===== config.mk =====
export PLATFORM = sky130hd
export DESIGN_NAME = ottf_trace_unit
export DESIGN_NICKNAME = d
export VERILOG_FILES = /design/src/hdl/ottf_pkg.sv /design/src/hdl/ottf_trace_unit.sv /design/src/hdl/ottf_op_track.sv
export SDC_FILE = /design/constraint.sdc
export NUM_CORES = 1
export LEC_CHECK = 0
export ABC_AREA = 0
export ABC_CLOCK_PERIOD_IN_PS = 6700
export BUFFER_PORTS_ARGS = -buffer_cell sky130_fd_sc_hd__buf_2
export CAP_MARGIN = 30
export CORE_MARGIN = 5
export CORE_UTILIZATION = 62
export CTS_BUF_LIST = sky130_fd_sc_hd__clkbuf_4 sky130_fd_sc_hd__clkbuf_8 sky130_fd_sc_hd__clkbuf_16
export CTS_CLUSTER_DIAMETER = 150
export CTS_CLUSTER_SIZE = 25
export DETAILED_ROUTE_END_ITERATION = 7
export PLACE_DENSITY = 0.86
export SYNTH_ARGS = -nofsm -noshare
export SYNTH_HDL_FRONTEND = slang
export SYNTH_HIERARCHICAL = 1
export SYNTH_SLANG_ARGS = --single-unit

===== constraint.sdc =====
create_clock -name i_clk_sys -period 6.7 [get_ports i_clk_sys]
set_clock_uncertainty 0.15 [all_clocks]
set_input_delay 0.67 -clock i_clk_sys [delete_from_list [all_inputs] [get_ports i_clk_sys]]
set_output_delay 0.67 -clock i_clk_sys [all_outputs]
set_load 0.1 [all_outputs]

===== src/hdl/ottf_pkg.sv =====
// Constants and types of the trace and trigger unit.
package ottf_pkg;

	// ----------------------------------------------------------------
	// Register offsets (byte addresses on the APB).
	// ----------------------------------------------------------------
	localparam int unsigned OTTF_AW     = 8;
	localparam logic [7:0]  OTTF_OFS_CMPA  = 8'h00;
	localparam logic [7:0]  OTTF_OFS_CMPB  = 8'h04;
	localparam logic [7:0]  OTTF_OFS_CTRL  = 8'h08;
	localparam logic [7:0]  OTTF_OFS_TRIG  = 8'h0C;
	localparam logic [7:0]  OTTF_OFS_STAT  = 8'h10;
	localparam logic [7:0]  OTTF_OFS_FIFOH = 8'h14;
	localparam logic [7:0]  OTTF_OFS_FIFOL = 8'h18;

	// ----------------------------------------------------------------
	// Field positions.
	// ----------------------------------------------------------------
	localparam int unsigned OTTF_CTRL_DBGEN = 7;
	localparam int unsigned OTTF_CTRL_ARM   = 6;
	localparam int unsigned OTTF_CTRL_TAG   = 5;
	localparam int unsigned OTTF_CTRL_BRKEN = 4;
	localparam int unsigned OTTF_CTRL_RWAV  = 3;
	localparam int unsigned OTTF_CTRL_CMP_A_RW_QUAL_EN = 2;
	localparam int unsigned OTTF_CTRL_RWBV  = 1;
	localparam int unsigned OTTF_CTRL_RWBEN = 0;
	localparam int unsigned OTTF_TRIG_SEL   = 7;
	localparam int unsigned OTTF_TRIG_BEGIN = 6;
	localparam int unsigned OTTF_STAT_AF    = 7;
	localparam int unsigned OTTF_STAT_BF    = 6;
	localparam int unsigned OTTF_STAT_RUN_ACTIVE_FLAG  = 5;

	// ----------------------------------------------------------------
	// Reset values and counts.
	// ----------------------------------------------------------------
	localparam logic [15:0] OTTF_CMP_RST   = 16'h0000;
	localparam logic [7:0]  OTTF_CTRL_RST  = 8'h00;
	localparam logic [7:0]  OTTF_TRIG_RST  = 8'h00;
	localparam logic [3:0]  OTTF_CNT_FULL  = 4'h8;
	localparam logic [1:0]  OTTF_HOLDOFF   = 2'h2;

	// Trigger modes; codes above the last one never trigger.
	typedef enum logic [3:0] {
		OTTF_A_ONLY      = 4'h0,
		OTTF_A_OR_B      = 4'h1,
		OTTF_A_THEN_B    = 4'h2,
		OTTF_EV_B        = 4'h3,
		OTTF_A_THEN_EV_B = 4'h4,
		OTTF_A_AND_BD    = 4'h5,
		OTTF_A_NOT_BD    = 4'h6,
		OTTF_IN_RANGE    = 4'h7,
		OTTF_OUT_RANGE   = 4'h8
	} ottf_mode_t;

	// Kind of change of flow reported by the CPU.
	typedef enum logic [2:0] {
		OTTF_COF_NONE    = 3'h0,
		OTTF_COF_BRCOND  = 3'h1,
		OTTF_COF_BRFIXED = 3'h2,
		OTTF_COF_INDJUMP = 3'h3,
		OTTF_COF_INTR    = 3'h4,
		OTTF_COF_RETURN  = 3'h5
	} ottf_cof_t;

endpackage : ottf_pkg


===== src/hdl/ottf_trace_unit.sv =====
// Trace and trigger unit: comparators, trigger logic, capture FIFO, APB.
`timescale 1ns/1ps
module ottf_trace_unit #(
	parameter int unsigned DEPTH = 8
) (
	// Clock and reset.
	input  wire logic                         i_clk_sys,
	input  wire logic                         i_reset,
	// APB slave.
	input  wire logic                         i_psel,
	input  wire logic                         i_penable,
	input  wire logic                         i_pwrite,
	input  wire logic [ottf_pkg::OTTF_AW-1:0] i_paddr,
	input  wire logic [31:0]                  i_pwdata,
	output logic                              o_pready,
	output logic [31:0]                       o_prdata,
	output logic                              o_pslverr,
	// CPU bus.
	input  wire logic                         i_cpu_cycle,
	input  wire logic [15:0]                  i_cpu_addr,
	input  wire logic                         i_cpu_rw,
	input  wire logic [7:0]                   i_cpu_rdata,
	input  wire logic [7:0]                   i_cpu_wdata,
	input  wire logic                         i_bdc_access,
	// Instruction queue.
	input  wire logic                         i_opfetch,
	input  wire logic                         i_q_flush,
	input  wire logic                         i_op_exec,
	input  wire logic [15:0]                  i_exec_addr,
	// Change of flow.
	input  wire logic                         i_cof_valid,
	input  wire ottf_pkg::ottf_cof_t          i_cof_kind,
	input  wire logic [15:0]                  i_cof_src,
	input  wire logic [15:0]                  i_cof_dst,
	input  wire logic [15:0]                  i_cof_hx,
	// Breakpoint request to the CPU.
	output logic                              o_brk_req,
	output logic                              o_brk_tag
);
	import ottf_pkg::*;

	// ----------------------------------------------------------------
	// Declarations.
	// ----------------------------------------------------------------
	logic [15:0] cmpa_reg, cmpa_next, cmpb_reg, cmpb_next;
	logic [7:0]  ctrl_reg, ctrl_next, trig_reg, trig_next;
	logic        pready_reg, pready_next, pslverr_reg, pslverr_next;
	logic [31:0] prdata_reg, prdata_next;
	logic        run_active_flag_reg, run_active_flag_next, af_reg, af_next, bf_reg, bf_next;
	logic        aseen_reg, aseen_next, stor_reg, stor_next;
	logic [1:0]  hold_reg, hold_next;
	logic [3:0]  cnt_reg, cnt_next;
	logic [15:0] lastop_reg, lastop_next;
	logic        brk_reg, brk_next, btag_reg, btag_next;
	logic [15:0] fifo_reg [DEPTH];
	logic [15:0] fifo_next [DEPTH];
	ottf_mode_t  mode;
	logic        acc, wr_ctrl, rd_low, prof_rd, arm_start, run_stop;
	logic        stop_shift, live, begin_eff, ev_mode, full_mode;
	logic        rw_ok_a, rw_ok_b, ge_a, le_b, raw_a, raw_b, d_eq;
	logic [7:0]  bdata;
	logic        qa, qb, trig, brk_cond;
	logic [1:0]  trk_hit, trk_fetch;
	logic        cof_ok, push, shift;
	logic [15:0] cof_addr, push_val, fifo_in;

	// ----------------------------------------------------------------
	// APB decode.
	// ----------------------------------------------------------------
	// The answer is prepared in the setup cycle, so no wait state.
	assign acc      = i_psel && i_penable && pready_reg;
	assign wr_ctrl  = acc && i_pwrite && i_paddr == OTTF_OFS_CTRL;
	assign rd_low   = acc && !i_pwrite && i_paddr == OTTF_OFS_FIFOL;
	assign prof_rd  = rd_low && !run_active_flag_reg;
	assign arm_start = wr_ctrl && i_pwdata[OTTF_CTRL_ARM]
		&& i_pwdata[OTTF_CTRL_DBGEN];
	assign run_stop = wr_ctrl && !arm_start && run_active_flag_reg;
	// A manual stop short of full shifts once more.
	assign stop_shift = run_stop && cnt_reg != OTTF_CNT_FULL;

	// Register writes and read data.
	always_comb begin
		cmpa_next    = cmpa_reg;
		cmpb_next    = cmpb_reg;
		ctrl_next    = ctrl_reg;
		trig_next    = trig_reg;
		pready_next  = i_psel && !i_penable;
		pslverr_next = 1'b0;
		prdata_next  = prdata_reg;
		if (acc && i_pwrite) begin
			unique case (i_paddr)
				OTTF_OFS_CMPA: cmpa_next = i_pwdata[15:0];
				OTTF_OFS_CMPB: cmpb_next = i_pwdata[15:0];
				OTTF_OFS_CTRL: ctrl_next = i_pwdata[7:0];
				OTTF_OFS_TRIG: trig_next = i_pwdata[7:0] & 8'hCF;
				default: ;
			endcase
		end
		if (i_psel && !i_penable) begin
			prdata_next = 32'h0000_0000;
			unique case (i_paddr)
				OTTF_OFS_CMPA:  prdata_next[15:0] = cmpa_reg;
				OTTF_OFS_CMPB:  prdata_next[15:0] = cmpb_reg;
				OTTF_OFS_CTRL: begin
					prdata_next[7:0] = ctrl_reg;
					prdata_next[OTTF_CTRL_ARM] = run_active_flag_reg;
				end
				OTTF_OFS_TRIG:  prdata_next[7:0] = trig_reg;
				OTTF_OFS_STAT: begin
					prdata_next[OTTF_STAT_AF]   = af_reg;
					prdata_next[OTTF_STAT_BF]   = bf_reg;
					prdata_next[OTTF_STAT_RUN_ACTIVE_FLAG] = run_active_flag_reg;
					prdata_next[3:0]            = cnt_reg;
				end
				OTTF_OFS_FIFOH: prdata_next[7:0] = fifo_reg[0][15:8];
				OTTF_OFS_FIFOL: prdata_next[7:0] = fifo_reg[0][7:0];
				default:        pslverr_next = 1'b1;
			endcase
		end
	end

	// ----------------------------------------------------------------
	// Comparators.
	// ----------------------------------------------------------------
	assign mode      = ottf_mode_t'(trig_reg[3:0]);
	assign ev_mode   = mode == OTTF_EV_B || mode == OTTF_A_THEN_EV_B;
	assign full_mode = mode == OTTF_A_AND_BD || mode == OTTF_A_NOT_BD;
	// Event-only runs are always begin type.
	assign begin_eff = trig_reg[OTTF_TRIG_BEGIN] || ev_mode;
	assign live      = i_cpu_cycle && !i_bdc_access;
	assign rw_ok_a = !ctrl_reg[OTTF_CTRL_CMP_A_RW_QUAL_EN]
		|| i_cpu_rw == ctrl_reg[OTTF_CTRL_RWAV];
	assign rw_ok_b = !ctrl_reg[OTTF_CTRL_RWBEN]
		|| i_cpu_rw == ctrl_reg[OTTF_CTRL_RWBV];
	assign ge_a = i_cpu_addr >= cmpa_reg;
	assign le_b = i_cpu_addr <= cmpb_reg;
	// Write data is chosen only when A qualifies on writes.
	assign bdata = (ctrl_reg[OTTF_CTRL_CMP_A_RW_QUAL_EN] && !ctrl_reg[OTTF_CTRL_RWAV])
		? i_cpu_wdata : i_cpu_rdata;
	assign d_eq = bdata == cmpb_reg[7:0];

	// A: equality or range; B: address equality.
	always_comb begin
		unique case (mode)
			OTTF_IN_RANGE:  raw_a = ge_a && le_b;
			OTTF_OUT_RANGE: raw_a = !(ge_a && le_b);
			default:        raw_a = i_cpu_addr == cmpa_reg;
		endcase
		raw_a = raw_a && rw_ok_a;
		raw_b = !full_mode && i_cpu_addr == cmpb_reg && rw_ok_b;
	end

	assign trk_fetch = {raw_b, raw_a} & {2{live && i_opfetch}};

	// One opcode tracker per comparator.
	genvar gi;
	generate
		for (gi = 0; gi < 2; gi++) begin : g_trk
			ottf_op_track u_trk (
				.i_clk_sys     (i_clk_sys),
				.i_reset       (i_reset),
				.i_fetch_match (trk_fetch[gi]),
				.i_fetch_addr  (i_cpu_addr),
				.i_flush       (i_q_flush),
				.i_exec        (i_op_exec),
				.i_exec_addr   (i_exec_addr),
				.o_hit         (trk_hit[gi])
			);
		end
	endgenerate

	// Fetch-only matches never reach the trigger when tracking is on.
	assign qa = trig_reg[OTTF_TRIG_SEL] ? trk_hit[0] : raw_a && live;
	assign qb = trig_reg[OTTF_TRIG_SEL] ? trk_hit[1] : raw_b && live;

	// ----------------------------------------------------------------
	// Trigger decision.
	// ----------------------------------------------------------------
	always_comb begin
		brk_cond = 1'b0;
		unique case (mode)
			OTTF_A_ONLY, OTTF_IN_RANGE, OTTF_OUT_RANGE: trig = qa;
			OTTF_A_OR_B:      trig = qa || qb;
			OTTF_A_THEN_B:    trig = aseen_reg && qb;
			OTTF_EV_B:        trig = qb;
			OTTF_A_THEN_EV_B: trig = aseen_reg && qb;
			OTTF_A_AND_BD:    trig = qa && d_eq && live;
			OTTF_A_NOT_BD:    trig = qa && !d_eq && live;
			default:          trig = 1'b0;
		endcase
		brk_cond = trig;
		// A tagged break in a full mode ignores the data half.
		if (full_mode && ctrl_reg[OTTF_CTRL_TAG]) begin
			brk_cond = qa;
		end
		trig     = trig && run_active_flag_reg;
		brk_cond = brk_cond && run_active_flag_reg && ctrl_reg[OTTF_CTRL_BRKEN];
	end

	// ----------------------------------------------------------------
	// Change-of-flow capture.
	// ----------------------------------------------------------------
	always_comb begin
		cof_ok   = i_cof_valid;
		cof_addr = 16'h0000;
		unique case (i_cof_kind)
			OTTF_COF_BRCOND:  cof_addr = i_cof_src;
			OTTF_COF_INDJUMP: cof_addr = i_cof_hx;
			OTTF_COF_INTR,
			OTTF_COF_RETURN:  cof_addr = i_cof_dst;
			OTTF_COF_BRFIXED,
			OTTF_COF_NONE:    cof_ok = 1'b0;
			default:          cof_ok = 1'b0;
		endcase
		// Begin runs skip the trigger cycle and the hold-off window.
		if (begin_eff) begin
			cof_ok = cof_ok && stor_reg && hold_reg == 2'h0;
		end
		// An end run stores a triggering change of flow before ending.
	end

	// At most one word enters the FIFO per cycle.
	assign push = run_active_flag_reg && (ev_mode ? trig : cof_ok);
	assign push_val = ev_mode ? {8'h00, bdata} : cof_addr;
	assign shift = push || rd_low || stop_shift;
	assign fifo_in = push ? push_val : (prof_rd ? lastop_reg : 16'h0000);

	// Shift register: write at the tail, read at entry zero.
	generate
		for (gi = 0; gi < DEPTH; gi++) begin : g_fifo
			if (gi == DEPTH - 1) begin : g_tail
				assign fifo_next[gi] = shift ? fifo_in : fifo_reg[gi];
			end else begin : g_body
				assign fifo_next[gi] = shift ? fifo_reg[gi+1]
					: fifo_reg[gi];
			end
			always_ff @(posedge i_clk_sys) begin
				if (i_reset) begin
					fifo_reg[gi] <= 16'h0000;
				end else begin
					fifo_reg[gi] <= fifo_next[gi];
				end
			end
		end
	endgenerate

	// ----------------------------------------------------------------
	// Run control and status.
	// ----------------------------------------------------------------
	always_comb begin
		run_active_flag_next   = run_active_flag_reg;
		af_next     = af_reg;
		bf_next     = bf_reg;
		aseen_next  = aseen_reg;
		stor_next   = stor_reg;
		hold_next   = hold_reg;
		cnt_next    = cnt_reg;
		lastop_next = lastop_reg;
		brk_next    = brk_cond;
		btag_next   = brk_cond && ctrl_reg[OTTF_CTRL_TAG];
		if (live && i_opfetch) begin
			lastop_next = i_cpu_addr;
		end
		// Count saturates at full; profiling reads refill it.
		if ((push || prof_rd) && cnt_reg != OTTF_CNT_FULL) begin
			cnt_next = cnt_reg + 4'h1;
		end else if (rd_low && !push && !prof_rd && cnt_reg != 4'h0) begin
			cnt_next = cnt_reg - 4'h1;
		end
		if (arm_start) begin
			run_active_flag_next  = 1'b1;
			af_next    = 1'b0;
			bf_next    = 1'b0;
			cnt_next   = 4'h0;
			aseen_next = 1'b0;
			stor_next  = 1'b0;
			hold_next  = 2'h0;
		end else if (run_stop) begin
			run_active_flag_next = 1'b0;
		end else if (run_active_flag_reg) begin
			af_next    = af_reg || qa;
			bf_next    = bf_reg || qb;
			aseen_next = aseen_reg || qa;
			if (trig && begin_eff && !stor_reg) begin
				stor_next = 1'b1;
				hold_next = OTTF_HOLDOFF;
			end else if (hold_reg != 2'h0 && i_cpu_cycle) begin
				hold_next = hold_reg - 2'h1;
			end
			if (trig && !begin_eff) begin
				run_active_flag_next = 1'b0;
			end
			if (begin_eff && cnt_next == OTTF_CNT_FULL) begin
				run_active_flag_next = 1'b0;
			end
		end
	end

	// ----------------------------------------------------------------
	// State registers.
	// ----------------------------------------------------------------
	always_ff @(posedge i_clk_sys) begin
		if (i_reset) begin
			cmpa_reg    <= OTTF_CMP_RST;
			cmpb_reg    <= OTTF_CMP_RST;
			ctrl_reg    <= OTTF_CTRL_RST;
			trig_reg    <= OTTF_TRIG_RST;
			pready_reg  <= 1'b0;
			pslverr_reg <= 1'b0;
			prdata_reg  <= 32'h0000_0000;
			run_active_flag_reg    <= 1'b0;
			af_reg      <= 1'b0;
			bf_reg      <= 1'b0;
			aseen_reg   <= 1'b0;
			stor_reg    <= 1'b0;
			hold_reg    <= 2'h0;
			cnt_reg     <= 4'h0;
			lastop_reg  <= 16'h0000;
			brk_reg     <= 1'b0;
			btag_reg    <= 1'b0;
		end else begin
			cmpa_reg    <= cmpa_next;
			cmpb_reg    <= cmpb_next;
			ctrl_reg    <= ctrl_next;
			trig_reg    <= trig_next;
			pready_reg  <= pready_next;
			pslverr_reg <= pslverr_next;
			prdata_reg  <= prdata_next;
			run_active_flag_reg    <= run_active_flag_next;
			af_reg      <= af_next;
			bf_reg      <= bf_next;
			aseen_reg   <= aseen_next;
			stor_reg    <= stor_next;
			hold_reg    <= hold_next;
			cnt_reg     <= cnt_next;
			lastop_reg  <= lastop_next;
			brk_reg     <= brk_next;
			btag_reg    <= btag_next;
		end
	end

	// Every output is a flip-flop.
	assign o_pready  = pready_reg;
	assign o_pslverr = pslverr_reg;
	assign o_prdata  = prdata_reg;
	assign o_brk_req = brk_reg;
	assign o_brk_tag = btag_reg;
endmodule : ottf_trace_unit


===== src/hdl/ottf_op_track.sv =====
// Opcode tracker: turns a fetch-time match into an execute-time hit.
`timescale 1ns/1ps
module ottf_op_track (
	// Clock and reset.
	input  wire logic        i_clk_sys,
	input  wire logic        i_reset,
	// Fetch side.
	input  wire logic        i_fetch_match,
	input  wire logic [15:0] i_fetch_addr,
	input  wire logic        i_flush,
	// Execute side.
	input  wire logic        i_exec,
	input  wire logic [15:0] i_exec_addr,
	output logic             o_hit
);
	logic        pend_reg, pend_next;
	logic [15:0] addr_reg, addr_next;
	logic        hit_reg,  hit_next;

	// A queue flush throws the tagged opcode away, so it hits only if it executes in the flush cycle.
	always_comb begin
		pend_next = pend_reg;
		addr_next = addr_reg;
		hit_next  = 1'b0;
		if (i_exec && pend_reg && i_exec_addr == addr_reg) begin
			hit_next  = 1'b1;
			pend_next = 1'b0;
		end
		if (i_flush) begin
			pend_next = 1'b0;
		end
		if (i_fetch_match) begin
			pend_next = 1'b1;
			addr_next = i_fetch_addr;
		end
	end

	// State registers.
	always_ff @(posedge i_clk_sys) begin
		if (i_reset) begin
			pend_reg <= 1'b0;
			addr_reg <= 16'h0000;
			hit_reg  <= 1'b0;
		end else begin
			pend_reg <= pend_next;
			addr_reg <= addr_next;
			hit_reg  <= hit_next;
		end
	end

	assign o_hit = hit_reg;
endmodule : ottf_op_track


==> Word-level counts from Yosys, hierarchy flattened <==
Memories as Yosys holds them, arrays and structs flattened.
Cells that the tools add are included.
{ "totals": {"register_bits": 129, "ramBits": 128, "inputBits": 151, "mem_count": 1} }
{ "op_classes": {"addsub": 3, "order_cmp": 2, "eq_ne": 27, "n_mux": 54, "bitwise_logic": 11, "reduce_logical": 97} }
{ "mem_list": {"columns": ["name", "words", "word_bits", "rd", "rd_ports_with_merged_regs", "wr", "line", "rtl"], "rows": [
  ["fifo_reg", 8, 16, 8, 0, 8, "ottf_trace_unit.sv:55", "logic [15:0] fifo_reg [DEPTH];"]
]} }
{ "ops": {"columns": ["op", "count"], "rows": [
  ["2-to-1 mux 16 bit", 19],
  ["equality test 16 bit", 4],
  ["logical AND 1 bit", 48],
  ["one-hot mux 16 bit (3 select lines)", 1],
  ["one-hot mux 4 bit (7 select lines)", 1],
  ["equality test 8 x 5 -> 1 bit (second input constant)", 3],
  ["2-to-1 mux 1 bit", 23],
  ["one-hot mux 3 bit (7 select lines)", 1],
  ["equality test 4 x 3 -> 1 bit (second input constant)", 4],
  ["equality test 8 x 4 -> 1 bit (second input constant)", 2],
  ["greater-or-equal comparator 16 bit", 1],
  ["<= comparator 16 bit", 1],
  ["one-hot mux 8 bit (2 select lines)", 1],
  ["zero test 1 bit", 15],
  ["logical OR 1 bit", 12],
  ["AND reduction 2 bit", 5],
  ["equality test 4 x 2 -> 1 bit (second input constant)", 2],
  ["equality test 4 bit (second input constant)", 2],
  ["equality test 8 x 3 -> 1 bit (second input constant)", 1],
  ["equality test 8 bit", 1],
  ["zero test 8 bit", 1],
  ["2-to-1 mux 4 bit", 2],
  ["2-to-1 mux 8 bit", 1],
  ["bitwise OR 1 bit", 8],
  ["other kinds (25)", 35]
]} }

==> Logic depth before layout (Yosys ltp) <==
{ "depth": {"depth_word": 25, "depth_mapped": 13} }

==> By module <==
The synthesis kept the hierarchy.
{ "modules_own_cells": {"columns": ["module", "instances", "cells_per_inst", "area_per_inst_um2", "seq_area_each_um2"], "rows": [
  ["ottf_trace_unit", 1, 1330, 10600.2, 4404.2],
  ["ottf_op_track", 2, 85, 844.6, 360.3]
]} }

==> Least setup slack after synthesis <==
Ideal clock, no wire load.
{ "synth_timing": {"path_type": "input-to-reg", "start": "in i_cpu_addr[15]", "end": "reg g_trk[0].u_trk.addr_reg[10]", "setup_time_ns": 0.128, "t_arrival_ns": 2.804, "required_time_ns": 6.422, "setup_slack_ns": 3.619, "cell_stages": 12, "path_buffers": 2, "path_cell_list": "ha_1 -> nand4_2 -> or2_1 -> a211o_1 -> a31oi_2 -> nor2_1 -> mux2i_1 -> o211a_1 -> buf_2 -> buf_4 -> mux2i_1 -> nor2_1"} }
{ "synth_via": {"elab_chain_cells": 6, "elab_cells_between_ends": 8, "classes_between": "order compare: 2; eq/ne: 1; mux: 1; bitwise: 1; reduce/logical: 3"} }
{ "synth_rtl": {"columns": ["element", "line", "rtl"], "rows": [
  ["start: declaration", "ottf_trace_unit.sv:20", "input wire logic [15:0] i_cpu_addr,"],
  ["greater-or-equal comparator 16 bit / <= comparator 16 bit (equally long branches)", "ottf_trace_unit.sv:135, ottf_trace_unit.sv:136", null],
  ["logical AND 1 bit", "ottf_trace_unit.sv:145, ottf_trace_unit.sv:146", null],
  ["zero test 1 bit", "ottf_trace_unit.sv:146", "OTTF_OUT_RANGE: raw_a = !(ge_a && le_b);"],
  ["one-hot mux 1 bit (2 select lines) *", "ottf_trace_unit.sv:144", "unique case (mode)"],
  ["logical AND 1 bit *", "ottf_trace_unit.sv:149", "raw_a = raw_a && rw_ok_a;"],
  ["AND 2 bit *", "ottf_trace_unit.sv:153", "assign trk_fetch = {raw_b, raw_a} & {2{live && i_opfetch}};"],
  ["net trk_fetch[0]", "ottf_trace_unit.sv:63", "logic [1:0] trk_hit, trk_fetch;"],
  ["end signal: assignment", "ottf_op_track.sv:46", "addr_reg <= addr_next;"],
  ["end: declaration", "ottf_op_track.sv:17", "logic [15:0] addr_reg, addr_next;"]
]} }
The timed path passes the listed nets; every way through them passes the cells marked *.
A chain may end at the register's enable or synchronous reset.

==> flow_metrics.tcl <==
set metrics [dict create \
    status "finished clean" \
    yosysSeqAreaShare 0.417 \
    port_buffers 154 \
    setup_ws_ns 3.02 \
    end_kind "flip-flop" \
    start_util 0.631 \
    grt_pass1_wl_um 51000 \
    synth_top_area_frac 0.417 \
    fin_crit_ns 3.68 \
    post_cts_buffers 0 \
    synth-edff-count 0 \
    clkTransAtPathRegs_ns 0.10 \
    fin_crit_sh 0.549 \
    overflow 0 \
    area_growth_pct 8.94 \
    dpl_worst_slack_ns 2.59 \
    grt_antenna_before_repair 3 \
    grt_usage 0.279 \
    maxCapViolations 0 \
    yosys.cell_types.count 83 \
    r2r-start "cmpb_reg[7]$_SDFFE_PP0P_" \
    grt_pass1_vias 10100 \
    wire_per_inst_um 17.5 \
    syn_area_um2 12300 \
    powerDensity_nw_per_um2 201 \
    cts_resized 0 \
    p_leak_nw 4.78 \
    drc 0 \
    cts_tree "built" \
    num_vias 10800 \
    dieWidth_um 151 \
    root_buffer "clkbuf_16" \
    report.final.hold_viol_count 0 \
    nNetsFinal 1769 \
    hpwl_um 23500 \
    cts_max_path_buffers 3 \
    clkSinkCount 256 \
    hold_start "i_pwdata[8]" \
    clk-insertion-delay-late_ns 0.49 \
    ys_top_cells_by_area "dfxtp_1 (42%), nand2_1 (11%), a21oi_1 (8.1%)" \
    peakVddDrop_v 0.000201 \
    drtIter0Drc 1074 \
    crit_fanout 92 \
    worst_pin_slew_ns 0.975 \
    avgSynthCellArea_um2 8.19 \
    dieArea_um2 22700 \
    largest_reg_flops 128 \
    ys_async_sr_fraction 0 \
    htreeDepth 1 \
    holdPathEnd "cmpa_reg[8]$_SDFFE_PP0P_" \
    totalWireLength_um 32500 \
    routabilityCongestion 0.977 \
    start_kind "input port" \
    cp_data_required_time_ns 6.95 \
    numCtsBuffers 14 \
    coreArea_um2 19500 \
    vias_per_cell 5.86 \
    synthFlopType "dfxtp_1" \
    slew_headroom 0.350 \
    nFillCells 1554 \
    crit_arrival_ns 3.93 \
    setup_viol 0 \
    rrSetupSlack_ns 3.08 \
    grt_max_degree 104 \
    slew_viol_final 0 \
    ios 187 \
    hold_path.class "input port to flip-flop" \
    crit_type "input port to flip-flop" \
    ff2ff_path_depth 12 \
    syn_inst 1500 \
    yosysTopAreaCell "dfxtp_1" \
    fp-row-count 51 \
    dieHeight_um 151 \
    layout-drive-gt1-share 0.145 \
    holdBufCountCts 0 \
    fmax_mhz 272 \
    rsz0062_at_grt "no" \
    first_pass_iters 6 \
    final_util 0.688 \
    final.setup.tns_ns 0 \
    ys_seq_elements 256 \
    yosys_warnings 6 \
    final_antenna_net_count 0 \
    hold_depth 3 \
    r2r_end "g_trk[0].u_trk/pend_reg$_SDFFE_PP0P_" \
]
## cells in the mapped netlist (8+ instances only)
library cell	instances
nand2_1	364
ha_1	35
a221oi_1	11
a21oi_1	199
nor2_1	135
clkbuf_1	53
xor2_1	26
nand3_1	16
o22a_1	8
nand2b_1	18
buf_4	37
xnor2_1	12
mux2i_1	57
nand4_1	10
and2_1	8
inv_1	42
a22oi_1	37
buf_2	18
nor2b_1	11
dfxtp_1	256
o21ai_0	19
nor4_2	9
a221oi_2	8
## kinds of logic (layout without fill, tap and decap cells)
kind of cell / count (synthesis) / in the layout / synth area share
buf+inv: 154 / 222 / 0.0617
simple gates: 617 / 617 / 0.224
flops: 256 / 256 / 0.417
mux: 64 / 64 / 0.0593
other cells: 1 / 18 / 0.000305
compound gates: 335 / 335 / 0.175
xor+xnor: 38 / 38 / 0.0271
fa+ha+maj: 35 / 35 / 0.0356
## where the power goes
group	switching [mW]	internal [mW]	leakage, nW	total, mW
registers	0.00429	1.53	2.06	1.53
clock network	0.491	0.410	0.195	0.901
logic	0.181	0.0714	2.52	0.253
## through the flow
| step | instances | instance area (µm²) | total power [mW] | hold WS [ns] |
|---|---|---|---|---|
| floorplan | 1515 | 12300 | 1.73 | 0.279 |
| global placement | 1828 | 12900 | 1.81 | 0.288 |
| detailed placement | 1831 | 13000 | 1.81 | 0.293 |
| CTS | 1847 | 13400 | 2.70 | 0.253 |
| global route | 1850 | 13400 | 2.77 | 0.260 |
| finish | 1850 | 13400 | 2.69 | 0.266 |
## layout by cell type (no fill, tap or decap), types with 4 or more instances in the layout
cell type	netlist	routed
nor4_1	4	4
buf_2	18	153
xnor2_1	12	12
a221oi_1	11	11
dfxtp_1	256	256
a221oi_2	8	8
a31oi_1	5	5
and3_1	6	6
nor2_1	135	135
inv_1	42	42
nor4_2	9	9
buf_4	37	7
ha_1	35	35
nand3_1	16	16
clkbuf_16	0	15
nor3_1	7	7
a22oi_1	37	37
mux4_2	7	7
xor2_1	26	26
nor2b_1	11	11
and2_1	8	8
o22a_1	8	8
conb_1	1	16
nand2b_1	18	18
mux2i_1	57	57
o21ai_0	19	19
nand2_1	364	364
nand4_1	10	10
a311oi_1	7	7
o211a_1	4	4
a21oi_1	199	198
## cell type report
type	instances	area, µm²	area share
multi-input combinational	1105	6480	0.484
sequential	256	5120	0.383
antenna	2	5.00	0.000374
clock buffer	15	375	0.0280
inverter	42	158	0.0118
tap	265	332	0.0248
clock inverter	1	20.0	0.00150
timing repair buffer	164	892	0.0666
## per-layer routing
| layer | global-route usage | vias up | routed length [µm] |
|---|---|---|---|
| li1 | - | 5245 | - |
| met1 | 0.380 | 5032 | 13600 |
| met2 | 0.463 | 473 | 15000 |
| met3 | 0.0356 | 85 | 2730 |
| met4 | 0.0870 | 2 | 1090 |
| met5 | 0 | - | 7 |
## critical path, stage by stage
cell	delay (ns)
buf_2	0.44
nor2_1	0.21
and4b_1	0.35
and2_1	0.40
nand2_2	0.19
o21ai_2	0.10
a21oi_4	0.27
buf_12	0.24
buf_4	0.73
nand2_1	0.12
a21oi_1	0.20
## worst max-delay path by stage
stage	cells after the start	slack (ns)	start	end
5_1_grt	11	2.79	i_paddr[2]	fifo_reg[0][61]$_SDFFE_PP0P_
4_1_cts	10	2.97	trig_reg[2]$_SDFFE_PP0P_	fifo_reg[0][61]$_SDFFE_PP0P_
3_3_place_gp	10	2.16	i_paddr[2]	fifo_reg[1][1]$_SDFFE_PP0P_
3_5_place_dp	11	2.59	i_paddr[2]	fifo_reg[0][48]$_SDFFE_PP0P_
6_report	11	3.02	i_paddr[2]	fifo_reg[0][61]$_SDFFE_PP0P_
2_1_floorplan	12	3.62	i_cpu_addr[15]	g_trk[0].u_trk/addr_reg[10]$_SDFFE_PP0P_
No activity file was read; power rests on OpenSTA's default activity.
